==> config.mk <==
export PLATFORM = sky130hd
export DESIGN_NAME = periodic_timer_guard
export DESIGN_NICKNAME = d
export VERILOG_FILES = /design/src/logic/guard_pkg.sv /design/src/logic/periodic_timer_guard.sv /design/src/logic/slow_prescaler.sv /design/src/logic/service_guard.sv
export SDC_FILE = /design/constraint.sdc
export NUM_CORES = 1
export LEC_CHECK = 0
export ABC_CLOCK_PERIOD_IN_PS = 6550
export BUFFER_PORTS_ARGS = -buffer_cell sky130_fd_sc_hd__buf_2
export CORE_MARGIN = 4
export CORE_UTILIZATION = 30
export DETAILED_ROUTE_END_ITERATION = 12
export HOLD_SLACK_MARGIN = 0.06
export PLACE_DENSITY_LB_ADDON = 0.25
export SYNTH_ARGS = -nofsm -noshare
export SYNTH_HDL_FRONTEND = slang
export SYNTH_SLANG_ARGS = --single-unit
==> constraint.sdc <==
create_clock -name clk_sys_i -period 6.55 [get_ports clk_sys_i]
set_input_delay 0.9825 -clock clk_sys_i [delete_from_list [all_inputs] [get_ports clk_sys_i]]
set_output_delay 0.9825 -clock clk_sys_i [all_outputs]
set_load 0.03 [all_outputs]
==> src/logic/guard_pkg.sv <==
// Shared constants of the periodic timer and service guard
package guard_pkg;

  // ----------------------------------------------------------------
  // Register map
  // ----------------------------------------------------------------
  localparam logic [4:0] CFG_OFS = 5'h00;
  localparam logic [4:0] PRESC_OFS = 5'h04;
  localparam logic [4:0] RELOAD_OFS = 5'h08;
  localparam logic [4:0] TCSR_OFS = 5'h0c;
  localparam logic [4:0] GCNT_OFS = 5'h10;
  localparam logic [4:0] GKEY_OFS = 5'h14;

  // ----------------------------------------------------------------
  // Configuration fields
  // ----------------------------------------------------------------
  localparam int LOCK_CFG_BIT = 0;
  localparam int LOCK_PRESC_BIT = 1;
  localparam int LOCK_TIMER_BIT = 2;
  localparam int LOCK_GCNT_BIT = 3;
  localparam int GUARD_CLK_SEL_BIT = 4;
  localparam int KEY_MODE_BIT = 5;
  localparam int CFG_W = 6;

  // ----------------------------------------------------------------
  // Timer control and status fields
  // ----------------------------------------------------------------
  localparam int TCSR_RESTART_BIT = 0;
  localparam int TCSR_INTE_BIT = 1;
  localparam int TCSR_TC_BIT = 2;

  // ----------------------------------------------------------------
  // Reset values and key
  // ----------------------------------------------------------------
  localparam logic [5:0] CFG_RST = 6'h00;
  localparam logic [2:0] PRESC_RST = 3'h0;
  localparam logic [15:0] RELOAD_RST = 16'hffff;
  localparam logic [7:0] GCNT_RST = 8'h00;
  localparam logic [7:0] SERVICE_KEY = 8'h5c;

  // Division mask of the prescaler; codes above five divide by 32
  function automatic logic [4:0] div_mask(input logic [2:0] sel);
    logic [4:0] m;
    m = 5'h1f;
    if (sel < 3'h5) begin
      m = 5'(({1'b0, 5'h01} << sel) - 6'h01);
    end
    return m;
  endfunction

endpackage

==> src/logic/periodic_timer_guard.sv <==
// Periodic timer and service guard on the slow clock
// Function
// All counting follows the slow clock, which never exceeds 100 kHz.
// Prescaler divides slow clock by 1, 2, 4, 8, 16 or 32.
// Timer is a 16-bit down counter stepping on each prescaled edge.
// At zero the timer reloads itself and keeps counting.
// Software programs reload values from 0001 to ffff only.
// At zero the tick is high one prescaled cycle and sets terminal flag.
// Each tick raises the interrupt when the tick enable is set.
// New reload value only takes effect at the next reload.
// Restart bit reloads timer on next prescaled edge, then self-clears.
// Software waits for restart to clear before entering low power.
// Guard is an 8-bit down counter on its selected clock.
// Guard idle after reset; first count or key write starts it.
// Guard clock is the tick or the prescaled clock.
// Without key mode, a count write reloads the guard with that value.
// In key mode, writing the key reloads the stored count.
// Late service and too frequent service both raise a guard error.
// In key mode a wrong key raises a guard error.
// A guard error asserts a full device reset.
// Locked registers ignore writes, read garbage, until device reset. Here locked registers read as zero.
// Clocks and counters keep running in power save and idle.
// Only the key register is reachable outside active mode.
// In halt all state freezes and later resumes unchanged.
// Software waits five slow cycles after restart before power save.
// Configuration bits are set-only and clear on reset.
// Clock select zero picks the tick, one the prescaled clock.
// Two services within one guard clock cycle are too often.
// Reload register resets to ffff.
// Late means guard underflows past zero before a valid service.
//
// Chosen here: the strobed register port and the register addresses.
`timescale 1ns/1ps
`default_nettype none
module periodic_timer_guard (
  // Clock and reset
  input wire logic clk_sys_i,
  input wire logic rst_n_i,
  // Slow clock pin
  input wire logic slow_clock_i,
  // Power mode
  input wire logic active_mode_i,
  input wire logic halt_mode_i,
  // Register port
  input wire logic [4:0] addr_i,
  input wire logic [15:0] wdata_i,
  input wire logic wr_i,
  input wire logic rd_i,
  output logic [15:0] rdata_o,
  // Timer outputs
  output logic prescaled_clk_o,
  output logic tick_out_o,
  output logic real_time_interrupt_o,
  // Guard outputs
  output logic guard_running_o,
  output logic device_reset_o
);

  // --------------------------------------------------------------
  // State
  // --------------------------------------------------------------
  typedef struct packed {
    logic slow_s1;
    logic slow_s2;
    logic slow_s3;
    logic [guard_pkg::CFG_W-1:0] module_configuration;
    logic [2:0] prescaler_setting;
    logic [15:0] timer_reload_value;
    logic [15:0] tcnt;
    logic tick_out;
    logic irq;
    logic restart;
    logic tick_interrupt_enable;
    logic terminal_count_flag;
    logic [7:0] guard_count_register;
    logic [15:0] rdata;
  } top_state_t;

  top_state_t s;
  top_state_t next_s;

  logic slow_edge;
  logic pre_edge;
  logic guard_edge;
  logic tick_rise;
  logic acc_ok;
  logic wr_cfg;
  logic wr_presc;
  logic wr_timer;
  logic wr_gcnt;
  logic wr_key;
  logic key_mode;
  logic guard_load;
  logic [7:0] guard_load_val;
  logic bad_key;
  logic guard_run;
  logic [7:0] guard_cnt;
  logic guard_err;

  // --------------------------------------------------------------
  // Prescaler and guard counter
  // --------------------------------------------------------------
  slow_prescaler u_prescaler (
    .clk_sys_i(clk_sys_i),
    .rst_n_i(rst_n_i),
    .slow_edge_i(slow_edge),
    .div_sel_i(s.prescaler_setting),
    .pre_edge_o(pre_edge)
  );

  service_guard u_guard (
    .clk_sys_i(clk_sys_i),
    .rst_n_i(rst_n_i),
    .guard_edge_i(guard_edge),
    .load_i(guard_load),
    .load_val_i(guard_load_val),
    .bad_key_i(bad_key),
    .running_o(guard_run),
    .count_o(guard_cnt),
    .error_o(guard_err)
  );

  // --------------------------------------------------------------
  // Event and access decode
  // --------------------------------------------------------------
  always_comb begin
    // Halt gates every event, so all counts hold their place
    slow_edge = s.slow_s2 && !s.slow_s3 && !halt_mode_i;
    // Low power modes, halt included, lose the register port
    acc_ok = active_mode_i && !halt_mode_i;
    wr_cfg = wr_i && acc_ok && (addr_i == guard_pkg::CFG_OFS) &&
             !s.module_configuration[guard_pkg::LOCK_CFG_BIT];
    wr_presc = wr_i && acc_ok && (addr_i == guard_pkg::PRESC_OFS) &&
               !s.module_configuration[guard_pkg::LOCK_PRESC_BIT];
    wr_timer = wr_i && acc_ok &&
               !s.module_configuration[guard_pkg::LOCK_TIMER_BIT];
    wr_gcnt = wr_i && acc_ok && (addr_i == guard_pkg::GCNT_OFS) &&
              !s.module_configuration[guard_pkg::LOCK_GCNT_BIT];
    // Key register stays reachable in power save and idle
    wr_key = wr_i && !halt_mode_i && (addr_i == guard_pkg::GKEY_OFS);
    key_mode = s.module_configuration[guard_pkg::KEY_MODE_BIT];
    tick_rise = next_s.tick_out && !s.tick_out;
    guard_edge = s.module_configuration[guard_pkg::GUARD_CLK_SEL_BIT] ?
                 pre_edge : tick_rise;
    guard_load = 1'b0;
    guard_load_val = wdata_i[7:0];
    bad_key = 1'b0;
    if (wr_gcnt && (!key_mode || !guard_run)) begin
      guard_load = 1'b1;
    end
    if (wr_key && key_mode) begin
      if (wdata_i[7:0] == guard_pkg::SERVICE_KEY) begin
        guard_load = 1'b1;
        guard_load_val = s.guard_count_register;
      end else begin
        bad_key = 1'b1;
      end
    end
  end

  // --------------------------------------------------------------
  // Next state
  // --------------------------------------------------------------
  always_comb begin
    next_s = s;
    next_s.slow_s1 = slow_clock_i;
    next_s.slow_s2 = s.slow_s1;
    next_s.slow_s3 = s.slow_s2;
    next_s.irq = 1'b0;
    // Set-only: a runaway program cannot undo protection
    if (wr_cfg) begin
      next_s.module_configuration = s.module_configuration |
                                    wdata_i[guard_pkg::CFG_W-1:0];
    end
    if (wr_presc) begin
      next_s.prescaler_setting = wdata_i[2:0];
    end
    // Counter untouched here; reload value waits for zero or a restart
    if (wr_timer && (addr_i == guard_pkg::RELOAD_OFS)) begin
      next_s.timer_reload_value = wdata_i;
    end
    if (wr_timer && (addr_i == guard_pkg::TCSR_OFS)) begin
      next_s.tick_interrupt_enable = wdata_i[guard_pkg::TCSR_INTE_BIT];
      if (wdata_i[guard_pkg::TCSR_RESTART_BIT]) begin
        next_s.restart = 1'b1;
      end
      if (wdata_i[guard_pkg::TCSR_TC_BIT]) begin
        next_s.terminal_count_flag = 1'b0;
      end
    end
    if (wr_gcnt) begin
      next_s.guard_count_register = wdata_i[7:0];
    end
    if (pre_edge) begin
      next_s.tick_out = 1'b0;
      if (s.restart) begin
        next_s.tcnt = s.timer_reload_value;
        next_s.restart = 1'b0;
      end else if (s.tcnt == 16'h0000) begin
        next_s.tcnt = s.timer_reload_value;
      end else begin
        next_s.tcnt = 16'(s.tcnt - 16'h0001);
        // Zero is held for one full prescaled cycle
        next_s.tick_out = (s.tcnt == 16'h0001);
      end
    end
    // Set wins over a clear in the same cycle
    if (next_s.tick_out && !s.tick_out) begin
      next_s.terminal_count_flag = 1'b1;
      next_s.irq = s.tick_interrupt_enable;
    end
    next_s.rdata = 16'h0000;
    // Locked registers read as zero
    if (rd_i && acc_ok) begin
      unique case (addr_i)
        guard_pkg::CFG_OFS: begin
          if (!s.module_configuration[guard_pkg::LOCK_CFG_BIT]) begin
            next_s.rdata = 16'(s.module_configuration);
          end
        end
        guard_pkg::PRESC_OFS: begin
          if (!s.module_configuration[guard_pkg::LOCK_PRESC_BIT]) begin
            next_s.rdata = 16'(s.prescaler_setting);
          end
        end
        guard_pkg::RELOAD_OFS: begin
          if (!s.module_configuration[guard_pkg::LOCK_TIMER_BIT]) begin
            next_s.rdata = s.timer_reload_value;
          end
        end
        guard_pkg::TCSR_OFS: begin
          if (!s.module_configuration[guard_pkg::LOCK_TIMER_BIT]) begin
            next_s.rdata[guard_pkg::TCSR_RESTART_BIT] = s.restart;
            next_s.rdata[guard_pkg::TCSR_INTE_BIT] = s.tick_interrupt_enable;
            next_s.rdata[guard_pkg::TCSR_TC_BIT] = s.terminal_count_flag;
          end
        end
        guard_pkg::GCNT_OFS: begin
          if (!s.module_configuration[guard_pkg::LOCK_GCNT_BIT]) begin
            next_s.rdata = 16'(guard_cnt);
          end
        end
        default: begin
          next_s.rdata = 16'h0000;
        end
      endcase
    end
  end

  // --------------------------------------------------------------
  // Registers
  // --------------------------------------------------------------
  always_ff @(posedge clk_sys_i or negedge rst_n_i) begin
    if (!rst_n_i) begin
      s <= '0;
      s.module_configuration <= guard_pkg::CFG_RST;
      s.prescaler_setting <= guard_pkg::PRESC_RST;
      s.timer_reload_value <= guard_pkg::RELOAD_RST;
      s.tcnt <= guard_pkg::RELOAD_RST;
      s.guard_count_register <= guard_pkg::GCNT_RST;
    end else begin
      s <= next_s;
    end
  end

  // --------------------------------------------------------------
  // Outputs
  // --------------------------------------------------------------
  assign rdata_o = s.rdata;
  assign prescaled_clk_o = pre_edge;
  assign tick_out_o = s.tick_out;
  assign real_time_interrupt_o = s.irq;
  assign guard_running_o = guard_run;
  assign device_reset_o = guard_err;

endmodule // periodic_timer_guard
`default_nettype wire

==> src/logic/slow_prescaler.sv <==
// Prescaler that divides slow clock edges into prescaled clock edges
`timescale 1ns/1ps
`default_nettype none
module slow_prescaler (
  // Clock and reset
  input wire logic clk_sys_i,
  input wire logic rst_n_i,
  // Slow clock edge and divider code
  input wire logic slow_edge_i,
  input wire logic [2:0] div_sel_i,
  // Prescaled clock edge, one cycle
  output logic pre_edge_o
);

  typedef struct packed {
    logic [4:0] cnt;
    logic pre_edge;
  } pre_state_t;

  pre_state_t s;
  pre_state_t next_s;
  logic [4:0] mask;

  // --------------------------------------------------------------
  // Divide by 1, 2, 4, 8, 16 or 32
  // --------------------------------------------------------------
  always_comb begin
    next_s = s;
    mask = guard_pkg::div_mask(div_sel_i);
    next_s.pre_edge = 1'b0;
    if (slow_edge_i) begin
      next_s.cnt = 5'(s.cnt + 5'h01);
      next_s.pre_edge = ((s.cnt & mask) == mask);
    end
  end

  always_ff @(posedge clk_sys_i or negedge rst_n_i) begin
    if (!rst_n_i) begin
      s <= '0;
    end else begin
      s <= next_s;
    end
  end

  assign pre_edge_o = s.pre_edge;

endmodule // slow_prescaler
`default_nettype wire

==> src/logic/service_guard.sv <==
// Eight-bit supervisory down counter with late and early checks
`timescale 1ns/1ps
`default_nettype none
module service_guard (
  // Clock and reset
  input wire logic clk_sys_i,
  input wire logic rst_n_i,
  // Guard input clock edge
  input wire logic guard_edge_i,
  // Service load and key error
  input wire logic load_i,
  input wire logic [7:0] load_val_i,
  input wire logic bad_key_i,
  // State
  output logic running_o,
  output logic [7:0] count_o,
  output logic error_o
);

  typedef struct packed {
    logic run;
    logic [7:0] cnt;
    logic serviced;
    logic err;
  } guard_state_t;

  guard_state_t s;
  guard_state_t next_s;

  // --------------------------------------------------------------
  // Counting and error detection
  // --------------------------------------------------------------
  always_comb begin
    next_s = s;
    if (!s.err) begin
      if (guard_edge_i) begin
        next_s.serviced = 1'b0;
      end
      // A key write also starts the guard, so a bad key never errs idle
      if (bad_key_i) begin
        next_s.run = 1'b1;
        next_s.err = 1'b1;
      end
      if (load_i) begin
        if (s.run && s.serviced) begin
          next_s.err = 1'b1;
        end
        next_s.run = 1'b1;
        next_s.cnt = load_val_i;
        next_s.serviced = 1'b1;
      end else if (guard_edge_i && s.run) begin
        if (s.cnt == 8'h00) begin
          next_s.err = 1'b1;
        end else begin
          next_s.cnt = 8'(s.cnt - 8'h01);
        end
      end
    end
  end

  // Only a reset stops the guard once it runs
  always_ff @(posedge clk_sys_i or negedge rst_n_i) begin
    if (!rst_n_i) begin
      s <= '0;
    end else begin
      s <= next_s;
    end
  end

  assign running_o = s.run;
  assign count_o = s.cnt;
  assign error_o = s.err;

endmodule // service_guard
`default_nettype wire

==> results of run 1 <==
-- routing by layer --
layer / vias up / part of all wire (%) / routed length, um
met5: - / 0 / 0
li1: 1636 / - / -
met1: 1669 / 48 / 5280
met2: 82 / 47 / 5190
met3: 15 / 4.4 / 484
met4: 0 / 1.4 / 157
-- metrics by stage --
step	setup WS (ns)	hold slack (ns)	instances	util (%)	instance area [um2]
floorplan	3.72	0.331	435	-	4610
global placement	3.18	0.340	640	32.2	4880
detailed placement	3.09	0.338	640	32.2	4880
CTS	3.49	0.353	656	34.4	5210
global route	3.37	0.371	656	34.4	5210
finish	3.53	0.350	656	34.4	5210
-- where the power goes --
part,internal (uW),total (uW),switching (uW)
logic,127,277,150
registers,678,775,97.3
clock network,340,569,229
total,1140,1620,476
-- worst paths after layout --
kind | startpoint | to | cells past startpoint
max | addr_i[4] | s[53] | 6
min | next_s[71] | next_s[70] | 0
max reg2reg | s[29] | u_guard.count_o[3] | 7
min reg2reg | next_s[71] | next_s[70] | 0
max in group asynchronous | rst_n_i | s[64] | 2
min in group asynchronous | rst_n_i | rdata_o[9] | 1
-- placed cells by master (no fill, tap or decap), types with 4 or more instances in the layout --
master      n
o22ai_1     5
xnor2_1     4
clkbuf_16   9
nor4_1      7
dfrtp_1    58
nand3_1     6
a21oi_1    13
a22oi_1    14
buf_4       4
nand2_1    29
a222oi_1    4
a21o_1      7
o2bb2ai_1   4
and2_1     11
nor3b_1     6
nor2_1     19
o221ai_1    5
buf_2      47
mux2_2     30
and3_1      4
ha_1        6
o21ai_0    31
mux2i_1     9
inv_1      23
nor3_1     18
nand4_1     5
dfstp_2    32
-- Yosys cell counts (all sizes together) (12+ instances only) --
master / count / area [um2]
a21oi: 14 / 73.8
a22oi: 14 / 105
and2: 13 / 81.3
buf: 22 / 165
clkbuf: 12 / 58.8
dfrtp: 58 / 1450
dfstp: 32 / 841
inv: 23 / 86.3
mux2: 30 / 338
nand2: 29 / 109
nor2: 19 / 71.3
nor3: 18 / 90.1
o21ai: 31 / 155
-- state kept, by name (all words and copies together), names as in the netlist, 2 cells and up --
signal / cells
u_prescaler.s: 5
next_s: 2
rdata_o: 16
s: 52
u_guard.count_o: 8
-- final cells by class --
| cell class | instances | area [um2] |
|---|---|---|
| Inverter | 23 | 86.3 |
| Fill cell | 1520 | 9940 |
| Clock inverter | 6 | 96.3 |
| Sequential cell | 90 | 2290 |
| Clock buffer | 10 | 229 |
| Multi-Input combinational cell | 288 | 2000 |
| Timing Repair Buffer | 51 | 265 |
| Tap cell | 188 | 235 |
-- worst max-delay path, cell delays in order --
cell and delay (ns):
buf_2 0.13, nor4_1 0.27, and2_0 0.33, nor2b_1 0.40, and2_1 0.76, mux2_2 0.42
-- cell families (layout without fill, tap and decap cells) --
kind of cell             count (synthesis)  count (layout)
AO/OA/AOI/OAI                          104             104
XOR/XNOR                                 6               6
adder cells (fa/ha/maj)                  6               6
buffers and inverters                   57              90
flip-flops                              90              90
multiplexers                            39              39
AND/OR/NAND/NOR                        133             133
==> flow_summary.yaml, run 1 <==
synthesis:
  ys_seq_elements: 90
  syn_area_um2: 4610
  synth_top_family_by_area: "simple AND/OR/NAND/NOR gates"
  ys_warn_count: 0
  synthMuxAreaShare_pct: 9.29
  yosys.area_share.xor_xnor_pct: 1.14
  synthDistinctLibCells: 59
  seq_area_frac_synth_pct: 49.8
  syn_nets: 469
  synthCells: 435
  synthAdderAreaFrac_pct: 1.63
  synth_compound_area_share_pct: 15.4
  async_flop_share_pct: 100
  ys.flop_type: "dfrtp_1"
  avgSynthCellArea_um2: 10.6
  synthSimpleGateAreaFrac_pct: 16.0
  synth_edf_count: 0
drt:
  wl_per_cell_um: 16.9
  dr.pass1.iters: 4
  vias: 3402
  wl_um: 11100
  drcViolationCount: 0
  first_iter_violations: 242
  ant_nets: 0
  vias_per_cell: 5.19
worst_setup_path:
  start_kind: "primary input"
  critical_path_class: "in -> reg"
  cp_max_fo: 16
  crit_arrival_ns: 3.29
  r2r_setup_slack_ns: 3.66
  required_ns: 6.82
  crit_path_end_kind: "flop"
placed_design:
  dp_hpwl_um: 8040
  portBuffers: 48
  place.gp.congestion: 0.838
final_layout:
  area_growth_syn_to_layout_pct: 13.1
  final_layout_size_suffix_gt1_share_pct: 29.9
  nNetsFinal: 497
  antenna_cells: 0
clock_tree:
  clock_path_buffers: 2
  postCtsSetupBuffers: 0
  clk_transition_reported_paths_ns: 0.06
  cts_tree: "yes"
  cts_resized: 0
  clock_latency_ns: 0.35
  cts_root_buf: "clkbuf_16"
  cts.sinks: 90
  htreeDepth: 3
  cts-buffers-inserted: 9
  postCtsHoldBufs: 0
global_routing:
  grt_pass1_wl_um: 18600
  gr-usage-met3_pct: 3.40
  grt_use_total_pct: 13.2
  gr-total-overflow: 0
  use_met1_pct: 17.9
  antenna_found_initial: 0
  grt_pass1_vias: 3478
  gr-usage-met2_pct: 20.4
  grt_max_degree: 52
  grt_busiest_layer: "met2"
sta:
  report.final.slew_viol_count: 0
  fin_setup_tns_ns: 0
  finalCritPeriodShare_pct: 46.1
  tightestPinTransition_ns: 1.10
  finalCriticalPeriod_ns: 3.02
  max_freq_ghz: 0.331
  hold_violations: 0
  fin_skew_ns: 0.00834
  rsz0062_at_grt: "false"
  setup_viol: 0
  relSlewSlack_pct: 26.3
run_status:
  status: "finished, final reports clean"
pwr:
  finalPower_uw: 1620
  power_density_nw_per_um2: 311
  p_leak_uw: 0.00230
  ir_worst_vdd_mv: 0.152
run:
  maxCapViolCount: 0
die:
  die_h_um: 132
  coreArea_um2: 15100
  io_pins: 49
  die_x_um: 132
  dieArea_um2: 17400
  start_util_pct: 30.4
  rows: 45
worst_hold_path:
  min_path_type: "reg -> reg"
(Power assumes the default switching activity.)
==> run 2: changes to the inputs <==
--- a/config.mk
+++ b/config.mk
@@ -5,7 +5,7 @@
 export SDC_FILE = /design/constraint.sdc
 export NUM_CORES = 1
 export LEC_CHECK = 0
-export ABC_CLOCK_PERIOD_IN_PS = 6550
+export ABC_CLOCK_PERIOD_IN_PS = 2700
 export BUFFER_PORTS_ARGS = -buffer_cell sky130_fd_sc_hd__buf_2
 export CORE_MARGIN = 4
 export CORE_UTILIZATION = 30
==> constraint.sdc (replaced) <==
create_clock -name clk_sys_i -period 2.7 [get_ports clk_sys_i]
set_input_delay 0.405 -clock clk_sys_i [delete_from_list [all_inputs] [get_ports clk_sys_i]]
set_output_delay 0.405 -clock clk_sys_i [all_outputs]
set_load 0.03 [all_outputs]
==> flow_summary.yaml, run 2 (same netlist as run 1, synthesis figures left out) <==
run_status:
  status: "finished, final reports clean"
final_layout:
  layout_commonest_cell: "dfrtp_1"
  num-fill-cells: 1544
  nNetsFinal: 511
  largest_register_ffs: 52
  area_growth_syn_to_layout_pct: 15.5
  seq_area_um2: 2290
  antenna_cells: 0
  final_cell_mix: "58 x dfrtp_1, 47 x buf_2, 32 x dfstp_2"
  final_layout_size_suffix_gt1_share_pct: 31.7
  post-route-util_pct: 35.1
  multi_input_area_um2: 2000
  top_register: "s"
clock_tree:
  clock_latency_ns: 0.34
  htreeDepth: 3
  cts_resized: 0
  cts_tree: "yes"
  postCtsSetupBuffers: 0
  cts.sinks: 90
  postCtsHoldBufs: 0
  clock_path_buffers: 2
  cts-buffers-inserted: 9
  cts_root_buf: "clkbuf_16"
  clk_transition_reported_paths_ns: 0.06
sta:
  fin_setup_tns_ns: 0
  max_freq_ghz: 0.396
  relSlewSlack_pct: 52.7
  tightestPinTransition_ns: 0.708
  finalCritPeriodShare_pct: 93.4
  report.final.slew_viol_count: 0
  hold_violations: 0
  setup_viol: 0
  hold_slack_ns: 0.0632
  fin_skew_ns: 0.00624
  finalCriticalPeriod_ns: 2.52
  rsz0062_at_grt: "false"
pwr:
  power_density_nw_per_um2: 728
  switching_power_uw: 1110
  ir_worst_vdd_mv: 0.360
  clock_power_share_pct: 33.3
  p_leak_uw: 0.00238
  switching_share_pct: 28.6
  p_comb_share_pct: 18.1
  seqPwrFrac_pct: 48.6
  cellInternalPower_uw: 2760
worst_setup_path:
  required_ns: 2.91
  start_kind: "flop"
  crit_path_end_kind: "flop"
  crit_arrival_ns: 2.73
  cp_max_fo: 5
  critical_path_class: "reg -> reg"
worst_hold_path:
  min_path_type: "in -> async"
die:
  start_util_pct: 30.4
  coreArea_um2: 15100
  rows: 45
  io_pins: 49
  die_h_um: 132
  die_x_um: 132
  dieArea_um2: 17400
drt:
  wl_per_cell_um: 16.8
  vias: 3456
  dr.pass1.iters: 4
  ant_nets: 0
  vias_per_cell: 5.16
  first_iter_violations: 235
  drcViolationCount: 0
  wl_um: 11200
global_routing:
  grt_pass1_vias: 3446
  gr-total-overflow: 0
  grt_use_total_pct: 13.4
  grt_max_degree: 47
  grt_pass1_wl_um: 18600
  antenna_found_initial: 0
run:
  maxCapViolCount: 0
placed_design:
  portBuffers: 48
  dp_hpwl_um: 8220
  place.gp.congestion: 0.832
==> run 2: critical path: stages, from the launching register on <==
cell and delay (ns):
dfstp_2 0.57, inv_1 0.09, ha_1 0.26, or4bb_1 0.51
nor3_1 0.34, a21oi_1 0.14, nor3_1 0.19, buf_4 0.17
o221ai_1 0.12
==> run 2: routing by layer <==
metal	vias to the layer above	global-route usage (%)	wire, um
li1	1673	-	-
met1	1698	18.2	5340
met2	79	21.2	5350
met3	6	4.12	463
met4	0	2.80	72
met5	-	0	0
==> run 2: area by class of cell <==
| type | instances | area share (%) |
|---|---|---|
| tap | 188 | 4.42 |
| clock inverter | 2 | 0.658 |
| timing repair buffer | 65 | 7.43 |
| inverter | 23 | 1.62 |
| clock buffer | 14 | 5.15 |
| sequential | 90 | 43.1 |
| multi-input combinational | 288 | 37.7 |
==> run 2: power by group through the flow <==
stage	sequential [uW]	combinational, uW	clock (uW)
2_1_floorplan	1820	551	0
3_3_place_gp	1890	681	0
3_5_place_dp	1900	707	0
4_1_cts	1880	708	1340
5_1_grt	1920	796	1390
6_report	1880	701	1290
==> run 2: metrics by stage <==
step / setup slack (ns) / std cells / power, uW / cell area (um2)
after floorplan: 0.285 / 435 / 2370 / 4610
after global placement: 0.233 / 654 / 2570 / 5010
after detailed placement: 0.196 / 654 / 2610 / 5010
after CTS: 0.185 / 670 / 3930 / 5320
after global routing: 0.0245 / 670 / 4110 / 5320
final: 0.178 / 670 / 3870 / 5320
==> run 2: worst paths after layout <==
kind	slack [ns]	start	cells after the start	end
worst max register to register	0.18	s[29]	8	u_guard.count_o[2]
worst min register to register	0.35	next_s[71]	0	next_s[70]
min in group clk_sys_i	0.17	slow_clock_i	1	next_s[71]
worst max-delay path	0.18	s[29]	8	u_guard.count_o[2]
worst min-delay path	0.06	rst_n_i	1	rdata_o[8]
max in group asynchronous	1.93	rst_n_i	2	s[47]
==> run 3: changes to the inputs <==
--- a/config.mk
+++ b/config.mk
@@ -11,7 +11,7 @@
 export CORE_UTILIZATION = 30
 export DETAILED_ROUTE_END_ITERATION = 12
 export HOLD_SLACK_MARGIN = 0.06
-export PLACE_DENSITY_LB_ADDON = 0.25
+export PLACE_DENSITY = 0.52
 export SYNTH_ARGS = -nofsm -noshare
 export SYNTH_HDL_FRONTEND = slang
 export SYNTH_SLANG_ARGS = --single-unit
==> flow_summary.yaml, run 3 (same netlist as run 1, synthesis figures left out) <==
pwr:
  p_leak_uw: 0.00237
  ir_worst_vdd_mv: 0.365
  power_density_nw_per_um2: 743
die:
  dieArea_um2: 17400
  die_h_um: 132
  coreArea_um2: 15100
  die_x_um: 132
  rows: 45
  start_util_pct: 30.4
  io_pins: 49
sta:
  finalCriticalPeriod_ns: 2.55
  report.final.slew_viol_count: 0
  fin_skew_ns: 0.00459
  fin_setup_tns_ns: 0
  rsz0062_at_grt: "false"
  setup_viol: 0
  hold_violations: 0
  max_freq_ghz: 0.391
  relSlewSlack_pct: 47.7
  tightestPinTransition_ns: 0.783
  finalCritPeriodShare_pct: 94.6
drt:
  first_iter_violations: 256
  wl_per_cell_um: 17.1
  dr.pass1.iters: 4
  wl_um: 11400
  vias: 3507
  vias_per_cell: 5.24
  ant_nets: 0
  drcViolationCount: 0
placed_design:
  portBuffers: 48
  place.gp.congestion: 0.815
  dp_hpwl_um: 8080
  placed_cells: 653
global_routing:
  grt_use_total_pct: 13.6
  grt_pass1_vias: 3504
  grt_pass1_wl_um: 18800
  antenna_found_initial: 0
  grt_max_degree: 91
  gr-total-overflow: 0
worst_setup_path:
  crit_path_end_kind: "flop"
  crit_arrival_ns: 2.80
  critical_path_class: "reg -> reg"
  required_ns: 2.94
  start_kind: "flop"
  cp_max_fo: 7
final_layout:
  final_cell_mix: "58 x dfrtp_1, 47 x buf_2, 32 x dfstp_2"
  seq_area_um2: 2290
  final_layout_size_suffix_gt1_share_pct: 31.8
  layout_commonest_cell: "dfrtp_1"
  fin_cells: 669
  area_growth_syn_to_layout_pct: 15.3
  top_register: "s"
  largest_register_ffs: 52
  num-fill-cells: 1527
  multi_input_area_um2: 2000
  nNetsFinal: 510
  antenna_cells: 0
clock_tree:
  htreeDepth: 3
  cts_root_buf: "clkbuf_16"
  cts_tree: "yes"
  postCtsHoldBufs: 0
  postCtsSetupBuffers: 0
  clock_path_buffers: 2
  cts-buffers-inserted: 9
  clk_transition_reported_paths_ns: 0.06
  cts.sinks: 90
  clock_latency_ns: 0.35
  cts_resized: 0
run:
  maxCapViolCount: 0
run_status:
  status: "finished, final reports clean"
worst_hold_path:
  min_path_type: "in -> async"
==> run 3: cell types whose count changed in the layout (fill, tap and decap cells not counted) <==
cell        delta
buf_12         -1
bufinv_16      +1
clkbuf_1       -1
clkbuf_8       -2
clkinv_2       +1
clkinvlp_4     +1
==> run 3: critical path, cell delays in order, from the launching register on <==
cell,delay (ns)
dfrtp_1,0.42
or4_1,0.59
nor4b_1,0.52
nor2_1,0.14
a21oi_2,0.38
mux2_2,0.38
==> run 3: path summary, 6_finish.rpt <==
path	slack [ns]	start	cells after the start	to
setup / recovery	0.15	u_guard.count_o[5]	5	u_guard.count_o[1]
hold / removal	0.06	rst_n_i	2	rdata_o[8]
hold reg to reg	0.35	next_s[71]	0	next_s[70]
min in group clk_sys_i	0.15	slow_clock_i	1	next_s[71]
setup reg to reg	0.15	u_guard.count_o[5]	5	u_guard.count_o[1]
max in group asynchronous	2.20	rst_n_i	2	s[48]
==> run 3: power breakdown <==
| part | switching, uW | internal, uW | total [uW] |
|---|---|---|---|
| clock network | 539 | 833 | 1370 |
| logic | 369 | 326 | 695 |
| registers | 238 | 1640 | 1880 |
| total | 1150 | 2800 | 3950 |
==> run 3: layer usage <==
| layer | wire [um] | track usage [%] | part of all wire (%) |
|---|---|---|---|
| met1 | 5470 | 18.8 | 48 |
| met2 | 5200 | 20.7 | 45 |
| met3 | 594 | 3.89 | 5.2 |
| met4 | 173 | 4.38 | 1.5 |
| met5 | 0 | 0 | 0 |
==> run 3: cell type report <==
class	count	share of cell area, %
multi-input cells	288	37.7
repair buffers	64	7.06
clock inverters	5	1.46
well taps	188	4.43
inverters	23	1.62
clock buffers	11	4.57
flip-flops and latches	90	43.1
==> run 3: stage by stage <==
step                      util (%)  setup WS [ns]  cell area, um2  power, uW  hold WS, ns
after floorplan                  -          0.285            4610       2370        0.109
after global placement        33.0          0.231            4990       2570        0.342
after detailed placement      33.0          0.188            4990       2600        0.349
after CTS                     35.1          0.165            5310       3990        0.114
after global routing          35.1         0.0166            5310       4170        0.122
final                         35.1          0.145            5310       3950       0.0575
